===== config.mk =====
export PLATFORM = sky130hd
export DESIGN_NAME = pmt_timer
export DESIGN_NICKNAME = d
export VERILOG_FILES = /design/src/rtl/pmt_timer.v
export VERILOG_INCLUDE_DIRS = /design/src /design/src/rtl
export SDC_FILE = /design/constraint.sdc
export NUM_CORES = 1
export LEC_CHECK = 0
export BUFFER_PORTS_ARGS = -buffer_cell sky130_fd_sc_hd__buf_2
export CAP_MARGIN = 20
export CORE_MARGIN = 2
export CORE_UTILIZATION = 53
export CTS_BUF_LIST = sky130_fd_sc_hd__clkbuf_4 sky130_fd_sc_hd__clkbuf_8
export DETAILED_ROUTE_END_ITERATION = 8
export PLACE_DENSITY = 0.8
export SYNTH_ARGS = -nofsm -noshare
export SYNTH_HDL_FRONTEND = slang
export SYNTH_SLANG_ARGS = --single-unit

===== constraint.sdc =====
create_clock -name mclk -period 2.3 [get_ports mclk]
set_input_delay 0 -clock mclk [delete_from_list [all_inputs] [get_ports mclk]]
set_output_delay 0 -clock mclk [all_outputs]
set_load 0.02 [all_outputs]

===== src/rtl/pmt_defines.vh =====
// register map, field positions, reset values and clock figures of the period match timer
`ifndef PMT_DEFINES_VH
`define PMT_DEFINES_VH

`define PMT_ADDR_W          3
`define PMT_OFF_CONTROL     3'h0
`define PMT_OFF_COUNT       3'h1
`define PMT_OFF_PERIOD      3'h2
`define PMT_OFF_IRQ_STATUS  3'h3
`define PMT_OFF_IRQ_ENABLE  3'h4
`define PMT_OFF_IRQ_CLEAR   3'h5

`define PMT_CTL_PRE_LO      0
`define PMT_CTL_PRE_HI      1
`define PMT_CTL_RUN         2
`define PMT_CTL_POST_LO     3
`define PMT_CTL_POST_HI     6
`define PMT_CTL_MASK        8'h7F

`define PMT_RST_CONTROL     8'h00
`define PMT_RST_COUNT       8'h00
`define PMT_RST_PERIOD      8'hFF

`define PMT_IRQ_MATCH       0

`define PMT_PRE_DIV1        2'h0
`define PMT_PRE_DIV4        2'h1

`define PMT_OSC_DIV         4
`define PMT_PRE_MAX4        4'h3
`define PMT_PRE_MAX16       4'hF

`endif


===== src/rtl/pmt_timer.v =====
// period match timer: prescaler, 8-bit counter with period compare, postscaler, registers
//
// What this block does
// - timer clocked only by instruction clock, oscillator divided by four, via prescaler
// - prescale select: 00 divides by one, 01 by four, 1x by sixteen
// - counter counts up from zero until equal to period, then wraps to zero
// - run bit 2 clear holds the counter; setting it resumes counting
// - postscale field bits 6..3 overflows every field plus one matches
// - postscaler overflow sets the match event flag
// - undivided period match pulse goes out to the serial block
// - writing counter or control clears prescaler and postscaler
// - writing control leaves the counter value untouched
// - every reset clears prescaler and postscaler
// - reset clears counter to zero and sets period to all ones
// - in sleep counter holds and prescaler keeps its partial count
// - control bit 7 reads zero; control resets to zero, timer off
// - counter and period registers readable and writable at any time
// - counter value and match pulse offered as pwm time base
`timescale 1ns/10ps
`include "pmt_defines.vh"

module pmt_timer #(
	parameter OSC_DIV = `PMT_OSC_DIV
) (
	input  wire                   mclk,
	input  wire                   sys_rst,
	input  wire                   sleep_mode,
	input  wire [`PMT_ADDR_W-1:0] reg_addr,
	input  wire [7:0]             reg_wdata,
	input  wire                   reg_wr,
	input  wire                   reg_rd,
	output reg  [7:0]             reg_rdata,
	output reg                    irq,
	output reg                    serial_shift_tick,
	output reg                    pwm_match_tick,
	output reg  [7:0]             pwm_count
);

	// last phase of the oscillator divider; two bits wide, so OSC_DIV
	// must stay between one and four
	localparam integer ICYC_LAST_I = OSC_DIV - 1;
	localparam [1:0]   ICYC_LAST   = ICYC_LAST_I[1:0];

	// architectural registers
	reg [7:0] ctl_ff;
	reg [7:0] count_ff;
	reg [7:0] period_ff;
	reg       match_flag_ff;
	reg       match_en_ff;

	// scaler state
	reg [1:0] osc_div_ff;
	wire [3:0] pre_ff;
	wire [3:0] post_ff;

	// next values
	reg [7:0] nxt_ctl;
	reg [7:0] nxt_count;
	reg [7:0] nxt_period;
	reg       nxt_match_flag;
	reg       nxt_match_en;
	reg [1:0] nxt_osc_div;
	reg       nxt_match;
	reg       nxt_irq;
	reg [7:0] nxt_rdata;

	// combinational helpers
	reg [3:0] pre_max;
	reg       wrap;
	reg       scaler_clr;
	reg       flag_clr;
	wire      inc_tick;
	wire      post_ovf;

	// register bus decode
	wire       wr_ctl    = reg_wr && (reg_addr == `PMT_OFF_CONTROL);
	wire       wr_count  = reg_wr && (reg_addr == `PMT_OFF_COUNT);
	wire       wr_period = reg_wr && (reg_addr == `PMT_OFF_PERIOD);
	wire       wr_ien    = reg_wr && (reg_addr == `PMT_OFF_IRQ_ENABLE);
	wire       wr_iclr   = reg_wr && (reg_addr == `PMT_OFF_IRQ_CLEAR);

	// control fields
	wire       run       = ctl_ff[`PMT_CTL_RUN];
	wire [1:0] pre_sel   = ctl_ff[`PMT_CTL_PRE_HI:`PMT_CTL_PRE_LO];
	wire [3:0] post_sel  = ctl_ff[`PMT_CTL_POST_HI:`PMT_CTL_POST_LO];
	// sleep freezes both counter and prescaler
	wire       active    = run && !sleep_mode;
	// instruction cycle: one tick every OSC_DIV clocks of mclk
	wire       icyc      = (osc_div_ff == ICYC_LAST);
	wire       pre_step  = active && icyc;

	// free-running divider, never cleared by software
	always @*
	begin
		nxt_osc_div = icyc ? 2'h0 : osc_div_ff + 2'h1;
	end

	always @(posedge mclk)
	begin
		if (sys_rst)
			osc_div_ff <= 2'h0;
		else
			osc_div_ff <= nxt_osc_div;
	end

	always @*
	begin
		case (pre_sel)
			`PMT_PRE_DIV1: pre_max = 4'h0;
			`PMT_PRE_DIV4: pre_max = `PMT_PRE_MAX4;
			default:       pre_max = `PMT_PRE_MAX16;
		endcase
	end

	// any control or count write restarts both scalers
	always @*
	begin
		scaler_clr = wr_ctl || wr_count;
	end

	// compare is >=; a new ratio comes only with a control write, which restarts the scaler from zero
	pmt_scaler #(
		.W (4)
	) u_pmt_pre (
		.mclk    (mclk),
		.sys_rst (sys_rst),
		.clr     (scaler_clr),
		.step    (pre_step),
		.limit   (pre_max),
		.cnt_ff  (pre_ff),
		.ovf     (inc_tick)
	);

	always @*
	begin
		wrap      = inc_tick && (count_ff == period_ff);
		nxt_count = count_ff;
		if (wr_count)
			nxt_count = reg_wdata;
		else if (wrap)
			nxt_count = 8'h00;
		else if (inc_tick)
			nxt_count = count_ff + 8'h01;
	end

	always @(posedge mclk)
	begin
		if (sys_rst)
			count_ff <= `PMT_RST_COUNT;
		else
			count_ff <= nxt_count;
	end

	// wrap suppressed when software overwrites counter in the same cycle
	always @*
	begin
		nxt_match = wrap && !wr_count;
	end

	pmt_scaler #(
		.W (4)
	) u_pmt_post (
		.mclk    (mclk),
		.sys_rst (sys_rst),
		.clr     (scaler_clr),
		.step    (nxt_match),
		.limit   (post_sel),
		.cnt_ff  (post_ff),
		.ovf     (post_ovf)
	);

	// set beats a coincident clear so no overflow is ever lost
	always @*
	begin
		flag_clr       = wr_iclr && reg_wdata[`PMT_IRQ_MATCH];
		nxt_match_flag = match_flag_ff;
		if (flag_clr)
			nxt_match_flag = 1'b0;
		if (post_ovf)
			nxt_match_flag = 1'b1;
	end

	always @(posedge mclk)
	begin
		if (sys_rst)
			match_flag_ff <= 1'b0;
		else
			match_flag_ff <= nxt_match_flag;
	end

	always @*
	begin
		nxt_match_en = wr_ien ? reg_wdata[`PMT_IRQ_MATCH] : match_en_ff;
	end

	always @(posedge mclk)
	begin
		if (sys_rst)
			match_en_ff <= 1'b0;
		else
			match_en_ff <= nxt_match_en;
	end

	// unimplemented bit 7 is masked on the way in and on the way out
	always @*
	begin
		nxt_ctl = wr_ctl ? (reg_wdata & `PMT_CTL_MASK) : ctl_ff;
	end

	always @(posedge mclk)
	begin
		if (sys_rst)
			ctl_ff <= `PMT_RST_CONTROL;
		else
			ctl_ff <= nxt_ctl;
	end

	always @*
	begin
		nxt_period = wr_period ? reg_wdata : period_ff;
	end

	always @(posedge mclk)
	begin
		if (sys_rst)
			period_ff <= `PMT_RST_PERIOD;
		else
			period_ff <= nxt_period;
	end

	// irq follows next-state flag and enable so it lines up with the flag
	always @*
	begin
		nxt_irq = nxt_match_flag && nxt_match_en;
	end

	// read data is zero outside the slot after a read strobe
	always @*
	begin
		nxt_rdata = 8'h00;
		if (reg_rd)
		begin
			case (reg_addr)
				`PMT_OFF_CONTROL:    nxt_rdata = ctl_ff & `PMT_CTL_MASK;
				`PMT_OFF_COUNT:      nxt_rdata = count_ff;
				`PMT_OFF_PERIOD:     nxt_rdata = period_ff;
				`PMT_OFF_IRQ_STATUS: nxt_rdata = {7'h00, match_flag_ff};
				`PMT_OFF_IRQ_ENABLE: nxt_rdata = {7'h00, match_en_ff};
				default:             nxt_rdata = 8'h00;
			endcase
		end
	end

	always @(posedge mclk)
	begin
		if (sys_rst)
			reg_rdata <= 8'h00;
		else
			reg_rdata <= nxt_rdata;
	end

	always @(posedge mclk)
	begin
		if (sys_rst)
			irq <= 1'b0;
		else
			irq <= nxt_irq;
	end

	// shift clock option for the serial block, taken before the postscaler
	always @(posedge mclk)
	begin
		if (sys_rst)
			serial_shift_tick <= 1'b0;
		else
			serial_shift_tick <= nxt_match;
	end

	// pwm units get their own copy so their loading stays separate
	always @(posedge mclk)
	begin
		if (sys_rst)
			pwm_match_tick <= 1'b0;
		else
			pwm_match_tick <= nxt_match;
	end

	always @(posedge mclk)
	begin
		if (sys_rst)
			pwm_count <= `PMT_RST_COUNT;
		else
			pwm_count <= nxt_count;
	end

endmodule

// step counter shared by the prescaler and the postscaler
module pmt_scaler #(
	parameter W = 4
) (
	input  wire         mclk,
	input  wire         sys_rst,
	input  wire         clr,
	input  wire         step,
	input  wire [W-1:0] limit,
	output reg  [W-1:0] cnt_ff,
	output reg          ovf
);

	reg [W-1:0] nxt_cnt;

	// clear wins over a step so a restart never leaks an overflow
	always @*
	begin
		ovf     = 1'b0;
		nxt_cnt = cnt_ff;
		if (clr)
			nxt_cnt = {W{1'b0}};
		else if (step)
		begin
			if (cnt_ff >= limit)
			begin
				nxt_cnt = {W{1'b0}};
				ovf     = 1'b1;
			end
			else
				nxt_cnt = cnt_ff + {{(W-1){1'b0}}, 1'b1};
		end
	end

	always @(posedge mclk)
	begin
		if (sys_rst)
			cnt_ff <= {W{1'b0}};
		else
			cnt_ff <= nxt_cnt;
	end

endmodule


# Word level (Yosys, flattened, before mapping)
# Index checks and enable logic that the tools add are counted.
dict set report totals {
  ff_bits 45
  in_bits 16
  out_inout_bits 19
  wordCells 62
}
dict set report classes {
  n_addsub 4
  order_cmp 2
  n_eq_ne 8
  muxes 16
  n_bitwise 1
  reduce_logical 20
}
# cell count
set op_table {}
lappend op_table {{$pmux W8 S5} 1}
lappend op_table {{$mux W8} 3}
lappend op_table {{$logic_and A1 B1 Y1} 11}
lappend op_table {{$mux W1} 9}
lappend op_table {{$add A4 B1 Y4 const B} 2}
lappend op_table {{$add A8 B1 Y8 const B} 1}
lappend op_table {{$eq A8 B8 Y1} 1}
lappend op_table {{$ge A4 B4 Y1} 2}
lappend op_table {{$mux W4} 2}
lappend op_table {{$pmux W4 S2} 1}
lappend op_table {{$eq A3 B2 Y1 const B} 2}
lappend op_table {{$eq A3 B3 Y1 const B} 2}
lappend op_table {{$reduce_or A2 Y1} 3}
lappend op_table {{$eq A3 B1 Y1 const B} 1}
lappend op_table {{$logic_not A3 Y1} 1}
lappend op_table {{$reduce_bool A3 Y1} 1}
lappend op_table {{$add A2 B1 Y2 const B} 1}
lappend op_table {{$eq A2 B1 Y1 const B} 1}
lappend op_table {{$eq A2 B2 Y1 const B} 1}
lappend op_table {{$logic_not A1 Y1} 2}
lappend op_table {{$logic_not A2 Y1} 1}
lappend op_table {{$logic_or A1 B1 Y1} 1}
lappend op_table {{$not A1 Y1} 1}

# Depth between registers and ports, before layout
# Gate-level depths: netlist of run 1.
dict set report logic_depth {
  ltp_word 12
  depth_mapped 9
  ltp_nobuf 8
}

# Cells and area by module
# From an unflattened synthesis of run 1, not the netlist that was laid out.
dict set report hier_totals {
  hier_cells 281
  area_unflattened_um2 2444.8
}
# module n_inst cells_each area_each_um2 seq_area_each_um2
set modules_own_cells {}
lappend modules_own_cells {pmt_timer 1 207 1821.7 740.7}
lappend modules_own_cells {pmt_scaler 2 37 311.5 80.1}

# Worst setup path before layout of run 1
# Ideal clock, no wire load.
dict set report synth_timing {
  kind {reg2reg}
  start {register ctl_ff[0]}
  end {register pwm_count[3]}
  setup_ps 91
  t_arrival_ps 2086
  path_slack_ps 123
  stages_incl_launch_ff 9
  synth_period_minus_slack_ps 2177
  path_cell_list {dfxtp_1 -> or2_2 -> ha_1 -> nor3b_1 -> o21ai_2 -> nand2_1 -> buf_2 -> or4_1 -> a311oi_1}
}
dict set report synth_via {
  elab_chain_cells 9
}
# element line
set synth_rtl {}
lappend synth_rtl {{start, declared} pmt_timer.v:45} ;# reg [7:0] ctl_ff;
lappend synth_rtl {{start signal, assigned} pmt_timer.v:213} ;# ctl_ff <= `PMT_RST_CONTROL;
lappend synth_rtl {{start signal, assigned} pmt_timer.v:215} ;# ctl_ff <= nxt_ctl;
lappend synth_rtl {{$eq A2 B1 Y1 or $logic_not A2 Y1 (tied branches)} pmt_timer.v:108} ;# case (pre_sel)
lappend synth_rtl {{$pmux W4 S2 (*)} pmt_timer.v:108}
lappend synth_rtl {{$ge A4 B4 Y1 (*)} pmt_timer.v:322} ;# if (cnt_ff >= limit)
lappend synth_rtl {{$mux W1 (*)} pmt_timer.v:322}
lappend synth_rtl {{$mux W1 (*)} pmt_timer.v:320} ;# else if (step)
lappend synth_rtl {{$mux W1 (*)} pmt_timer.v:318} ;# if (clr)
lappend synth_rtl {{$logic_and A1 B1 Y1} pmt_timer.v:136} ;# wrap = inc_tick && (count_ff == period_ff);
lappend synth_rtl {{$mux W8} pmt_timer.v:140} ;# else if (wrap)
lappend synth_rtl {{$mux W8} pmt_timer.v:138} ;# if (wr_count)
lappend synth_rtl {{end signal, assigned} pmt_timer.v:291} ;# pwm_count <= `PMT_RST_COUNT;
lappend synth_rtl {{end signal, assigned} pmt_timer.v:293} ;# pwm_count <= nxt_count;
lappend synth_rtl {{end, declared} pmt_timer.v:36} ;# output reg [7:0] pwm_count
# Mark *: on every way between the ends. The rest lies on a longest branch, timed or not.
# A chain may end at the register's enable or synchronous reset.

# Final worst setup path of run 1
# Ends and elaborated chain as after synthesis.

==> flow_summary.toml, run 1 <==
[synthesis]
synth_area_per_cell_sq_um = 8.55
async_flop_share = 0
yosysSeqAreaShare = 0.374
synthTopCellsByArea = "dfxtp_1 (37%), nand2_1 (7.3%), ha_1 (6.2%)"
synth.top_cell.area_share = 0.374
synth_cells = 282
ys_warn_count = 0
synth_edf_count = 0
syn_nets = 310
synth-seq-cells = 45
netlist_area_sq_mm = 0.00241
synth.distinct_cells = 54
yosysTopAreaCell = "dfxtp_1"
ys.flop_type = "dfxtp_1"

[timing]
slew_viol_final = 0
period_share = 0.953
fin_tns_setup_ns = 0
setup_viol = 0
fmax_mhz = 456
hold_violations = 0
worstMarginPinSlew_ns = 0.507
finClkSkew_ns = 0.00875
layout_min_cycle_time_ns = 2.19
relSlewSlack = 0.659
timing.hold.ws_ns = 0.0349

[global_route]
grt_pass1_vias = 2047
grt_antenna_before_repair = 0
grt-ovfl-total = 0
grt.total_usage = 0.244
grt_max_degree = 32
grt_pass1_wl_mm = 9.73

[worst_hold_path]
hp-class = "in2reg"
whs_path_depth = 3

[clock_tree]
root_buffer = "clkbuf_8"
path_clk_slew_ns = 0.09
clock_path_buffers = 2
tritoncts = "yes"
cts_num_sinks = 45
cts_made_buffers = 5
insertion_delay_ns = 0.30
cts_max_level = 2

[critical_path]
cp_max_fo = 12
end_kind = "flip-flop"
arrival_ns = 2.41
reg2reg_depth = 8
cp.required_ns = 2.52
crit_type = "reg2reg"
cp-start-kind = "flip-flop"

[finish]
drive_gt1_frac = 0.204
utilization = 0.659
nFillCells = 369
final_nets = 355
diodes = 0
areaGrowthSynthToFinish_pct = 19.1
final_cells = 380

[floorplan]
coreArea_sq_mm = 0.00435
fp.dieH_microns = 71.4
start_util = 0.553
die_w_microns = 71.4
die-area_sq_mm = 0.00510
num_rows = 24
top_level_ports = 35

[power]
irDropWorstVdd_v = 0.000588
power_density_mw_per_mm2 = 591
p_leak_nw = 1.21

[detailed_routing]
firstDrtPassIters = 5
drtIter0Drc = 145
wl_per_cell_microns = 15.4
drc = 0
viasPerCell = 5.73
drt_wl_total_mm = 5.84
drtAntennaViolNets = 0
vias = 2178

[status]
status = "finished, final reports clean"

[job]
drv_cap = 0

[placement]
io_buffers = 34
place_inst = 364
gp_congestion = 0.897
dp_hpwl_mm = 4.17
## state kept, by name (all words and copies together) (netlist names), 2 cells and up
name,count
osc_div_ff,2
reg_rdata,8
pwm_count,8
period_ff,8
ctl_ff,7
u_pmt_pre.cnt_ff,4
u_pmt_post.cnt_ff,4
## final timing paths
kind / from / end / slack, ns
setup reg to reg: ctl_ff[0]$_SDFFE_PP0P_ / pwm_count[3]$_SDFFE_PP0P_ / 0.11
hold / removal: reg_wdata[0] / period_ff[0]$_SDFFE_PP1P_ / 0.03
setup / recovery: ctl_ff[0]$_SDFFE_PP0P_ / pwm_count[3]$_SDFFE_PP0P_ / 0.11
hold reg to reg: osc_div_ff[0]$_SDFF_PP0_ / osc_div_ff[0]$_SDFF_PP0_ / 0.44
## synthesized netlist by cell type, types with 2 or more instances
cell and instances:
and3b_1 2, nor2b_1 3, nand3_1 8, a21oi_1 25, inv_1 9, and4_1 2
mux2i_1 8, nor4_4 2, a311oi_1 3, and2_1 2, a2111oi_0 2, nor3b_1 2
ha_1 12, dfxtp_1 45, or4_1 2, nand4_1 3, xor2_1 8, and3_1 2
o21ai_1 2, clkbuf_1 8, o21ai_0 4, nand2_1 47, nand3b_1 9, buf_4 2
nor3_1 4, a22oi_1 4, xor2_2 3, nand2b_1 2, nor2_1 30, or4b_1 2
a31oi_1 2
## power by group
group / internal, mW / total, mW / switching (mW)
Clock: 0.432 / 0.709 / 0.277
Combinational: 0.0707 / 0.171 / 0.100
Sequential: 0.798 / 0.816 / 0.0183
Total: 1.30 / 1.70 / 0.396
## logic make-up (layout without fill, tap and decap cells)
logic type | after synthesis | count (layout) | share of synthesized area
muxes | 9 | 9 | 0.0379
DFF | 45 | 45 | 0.374
buffers and inverters | 22 | 68 | 0.0410
adders and majority gates | 12 | 12 | 0.0623
and+or+nand+nor | 127 | 127 | 0.277
AOI/OAI and AO/OA | 54 | 54 | 0.144
xor gates and xnor gates | 13 | 13 | 0.0644
## placed cells by master, fill, tap and decap left out, types with 5 or more instances in the layout
master and n:
nand2_1 46, a21oi_1 25, nor2_1 30, inv_1 9
mux2i_1 8, xor2_1 8, buf_2 34, buf_4 9
ha_1 12, dlygate4sd3_1 8, nand3b_1 9, clkbuf_8 5
nand3_1 8, dfxtp_1 45
## critical path: stages (launching register included)
cell and delay [ns]:
dfxtp_1 0.34, or2_2 0.32, inv_1 0.07, ha_1 0.17, o211ai_1 0.12, o21ai_2 0.22
nand2_4 0.12, or4_1 0.47, a311oi_1 0.28
## layer usage
layer  track usage  vias to the layer above  wire [microns]
met5             0                        -               0
met3        0.0436                       13             482
met1         0.333                      998            2500
li1              -                     1075               -
met2         0.379                       92            2730
met4         0.107                        0             129
## stage by stage
step | total power, mW | instance area, sq um | worst slack (ns)
global route | 1.75 | 2870 | -0.0359
detailed placement | 0.991 | 2650 | 0.0623
floorplan | 0.933 | 2410 | 0.123
finish | 1.70 | 2870 | 0.108
CTS | 1.71 | 2860 | 0.0620
global placement | 0.987 | 2650 | 0.182
## layout make-up
cell class                 count  area (sq um)  area share
sequential                    45           901       0.314
clock buffer                   5          68.8      0.0240
multi-input combinational    215          1420       0.494
tap                           52          65.1      0.0227
inverter                       9          33.8      0.0118
clock inverter                 3          65.1      0.0227
timing repair buffer          51           318       0.111
## timing repair
item | 4_1_cts | 5_1_grt
hold buffers | 8 | 0
resized for setup | 0 | 2
endpoints found under the hold margin | 17 | 0
setup buffers | 0 | 0
endpoints found under the setup margin | 0 | 4
Power figures use the tool's default switching activity.
==> run 2, diff against run 1 <==
--- a/config.mk
+++ b/config.mk
@@ -11,8 +11,10 @@
 export CORE_MARGIN = 2
 export CORE_UTILIZATION = 53
 export CTS_BUF_LIST = sky130_fd_sc_hd__clkbuf_4 sky130_fd_sc_hd__clkbuf_8
+export CTS_CLUSTER_SIZE = 28
 export DETAILED_ROUTE_END_ITERATION = 8
 export PLACE_DENSITY = 0.8
+export RECOVER_POWER = 25
 export SYNTH_ARGS = -nofsm -noshare
 export SYNTH_HDL_FRONTEND = slang
 export SYNTH_SLANG_ARGS = --single-unit
==> flow_summary.toml, run 2 (synthesis results as in run 1) <==
[critical_path]
cp_max_fo = 12
end_kind = "flip-flop"
crit_type = "reg2reg"
arrival_ns = 2.41
cp-start-kind = "flip-flop"
cp.required_ns = 2.52

[clock_tree]
post-cts-setup-buffers = 0
insertion_delay_ns = 0.30
path_clk_slew_ns = 0.09
root_buffer = "clkbuf_8"
clock_path_buffers = 2
cts_made_buffers = 5
cts_num_sinks = 45
tritoncts = "yes"
cts_max_level = 2

[floorplan]
die-area_sq_mm = 0.00510
fp.dieH_microns = 71.4
die_w_microns = 71.4
num_rows = 24
coreArea_sq_mm = 0.00435
top_level_ports = 35
start_util = 0.553

[timing]
fin_ws_ns = 0.101
layout_min_cycle_time_ns = 2.20
hold_violations = 0
fmax_mhz = 455
slew_viol_final = 0
relSlewSlack = 0.488
worstMarginPinSlew_ns = 0.768
finClkSkew_ns = 0.00899
period_share = 0.956
setup_viol = 0

[finish]
diodes = 0
areaGrowthSynthToFinish_pct = 18.4
drive_gt1_frac = 0.165
multiInputGateArea_sq_mm = 0.00142
final_cell_mix = "nand2_1 (46), dfxtp_1 (45), nor2_1 (30)"
reg.largest.list = "period_ff: 8 flops, pwm_count: 8 flops, reg_rdata: 8 flops"
final_common_cell = "nand2_1"
final_nets = 355
nFillCells = 376
utilization = 0.655
ff_latch_area_sq_um = 901

[global_route]
grt_pass1_wl_mm = 9.73
grt_antenna_before_repair = 0
grt_max_degree = 32
grt.total_usage = 0.244
grt_pass1_vias = 2047
grt-ovfl-total = 0

[job]
drv_cap = 0

[placement]
post-place-ws_ns = 0.0623
dp_hpwl_mm = 4.17
gp_congestion = 0.897
io_buffers = 34

[detailed_routing]
drt_wl_total_mm = 5.87
wl_per_cell_microns = 15.4
drc = 0
vias = 2194
drtAntennaViolNets = 0
drtIter0Drc = 157
viasPerCell = 5.77
firstDrtPassIters = 5

[power]
irDropWorstVdd_v = 0.000587
power_density_mw_per_mm2 = 594
p_leak_nw = 1.16
finalPower_mw = 1.70

[status]
status = "finished, final reports clean"

[worst_hold_path]
hp-class = "in2reg"
-- run 2: cell count changes in the layout (fill, tap and decap cells not counted) --
| cell | change |
|---|---|
| buf_2 | -13 |
| clkbuf_1 | +13 |
-- run 2: per-layer routing --
metal	wire length [microns]	track usage
met1	2600	0.333
met2	2710	0.379
met3	425	0.0436
met4	132	0.107
met5	0	0
-- run 2: repair_timing --
action | 4_1_cts | 5_1_grt
gates resized for setup | 0 | 2
hold buffers | 8 | 0
setup endpoints to repair | 0 | 4
hold endpoints to repair | 17 | 0
-- run 2: cell type report --
| class | count | share of cell area |
|---|---|---|
| Clock inverter | 3 | 0.0228 |
| Tap cell | 52 | 0.0228 |
| Sequential cell | 45 | 0.316 |
| Multi-Input combinational cell | 215 | 0.497 |
| Clock buffer | 5 | 0.0241 |
| Inverter | 9 | 0.0118 |
| Timing Repair Buffer | 51 | 0.106 |
-- run 2: path summary, 6_finish.rpt --
path,start,end,slack [ns],depth (start not counted)
max,ctl_ff[0]$_SDFFE_PP0P_,pwm_count[3]$_SDFFE_PP0P_,0.10,8
min,reg_wdata[0],period_ff[0]$_SDFFE_PP1P_,0.03,3
max reg2reg,ctl_ff[0]$_SDFFE_PP0P_,pwm_count[3]$_SDFFE_PP0P_,0.10,8
min reg2reg,osc_div_ff[0]$_SDFF_PP0_,osc_div_ff[0]$_SDFF_PP0_,0.44,1
-- run 2: critical path, cell delays in order, from the launching register on --
cell and delay (ns):
dfxtp_1 0.34, or2_2 0.32, inv_1 0.07, ha_1 0.17
o211ai_1 0.12, o21ai_2 0.22, nand2_4 0.12, or4_1 0.48
a311oi_1 0.28
-- run 2: through the flow --
| step | TNS, ns | instance area [sq um] | cells | hold slack, ns |
|---|---|---|---|---|
| 3_3_place_gp | 0 | 2650 | 364 | 0.239 |
| 6_report | 0 | 2850 | 380 | 0.0311 |
| 4_1_cts | 0 | 2860 | 380 | 0.0183 |
| 2_1_floorplan | 0 | 2410 | 282 | 0.121 |
| 5_1_grt | -0.0869 | 2850 | 380 | 0.0289 |
| 3_5_place_dp | 0 | 2650 | 364 | 0.243 |
-- run 2: power breakdown --
part / total [mW] / internal, mW / switching, mW / leakage (nW)
clock network: 0.709 / 0.432 / 0.278 / 0.0681
logic: 0.170 / 0.0696 / 0.100 / 0.728
registers: 0.817 / 0.798 / 0.0186 / 0.365
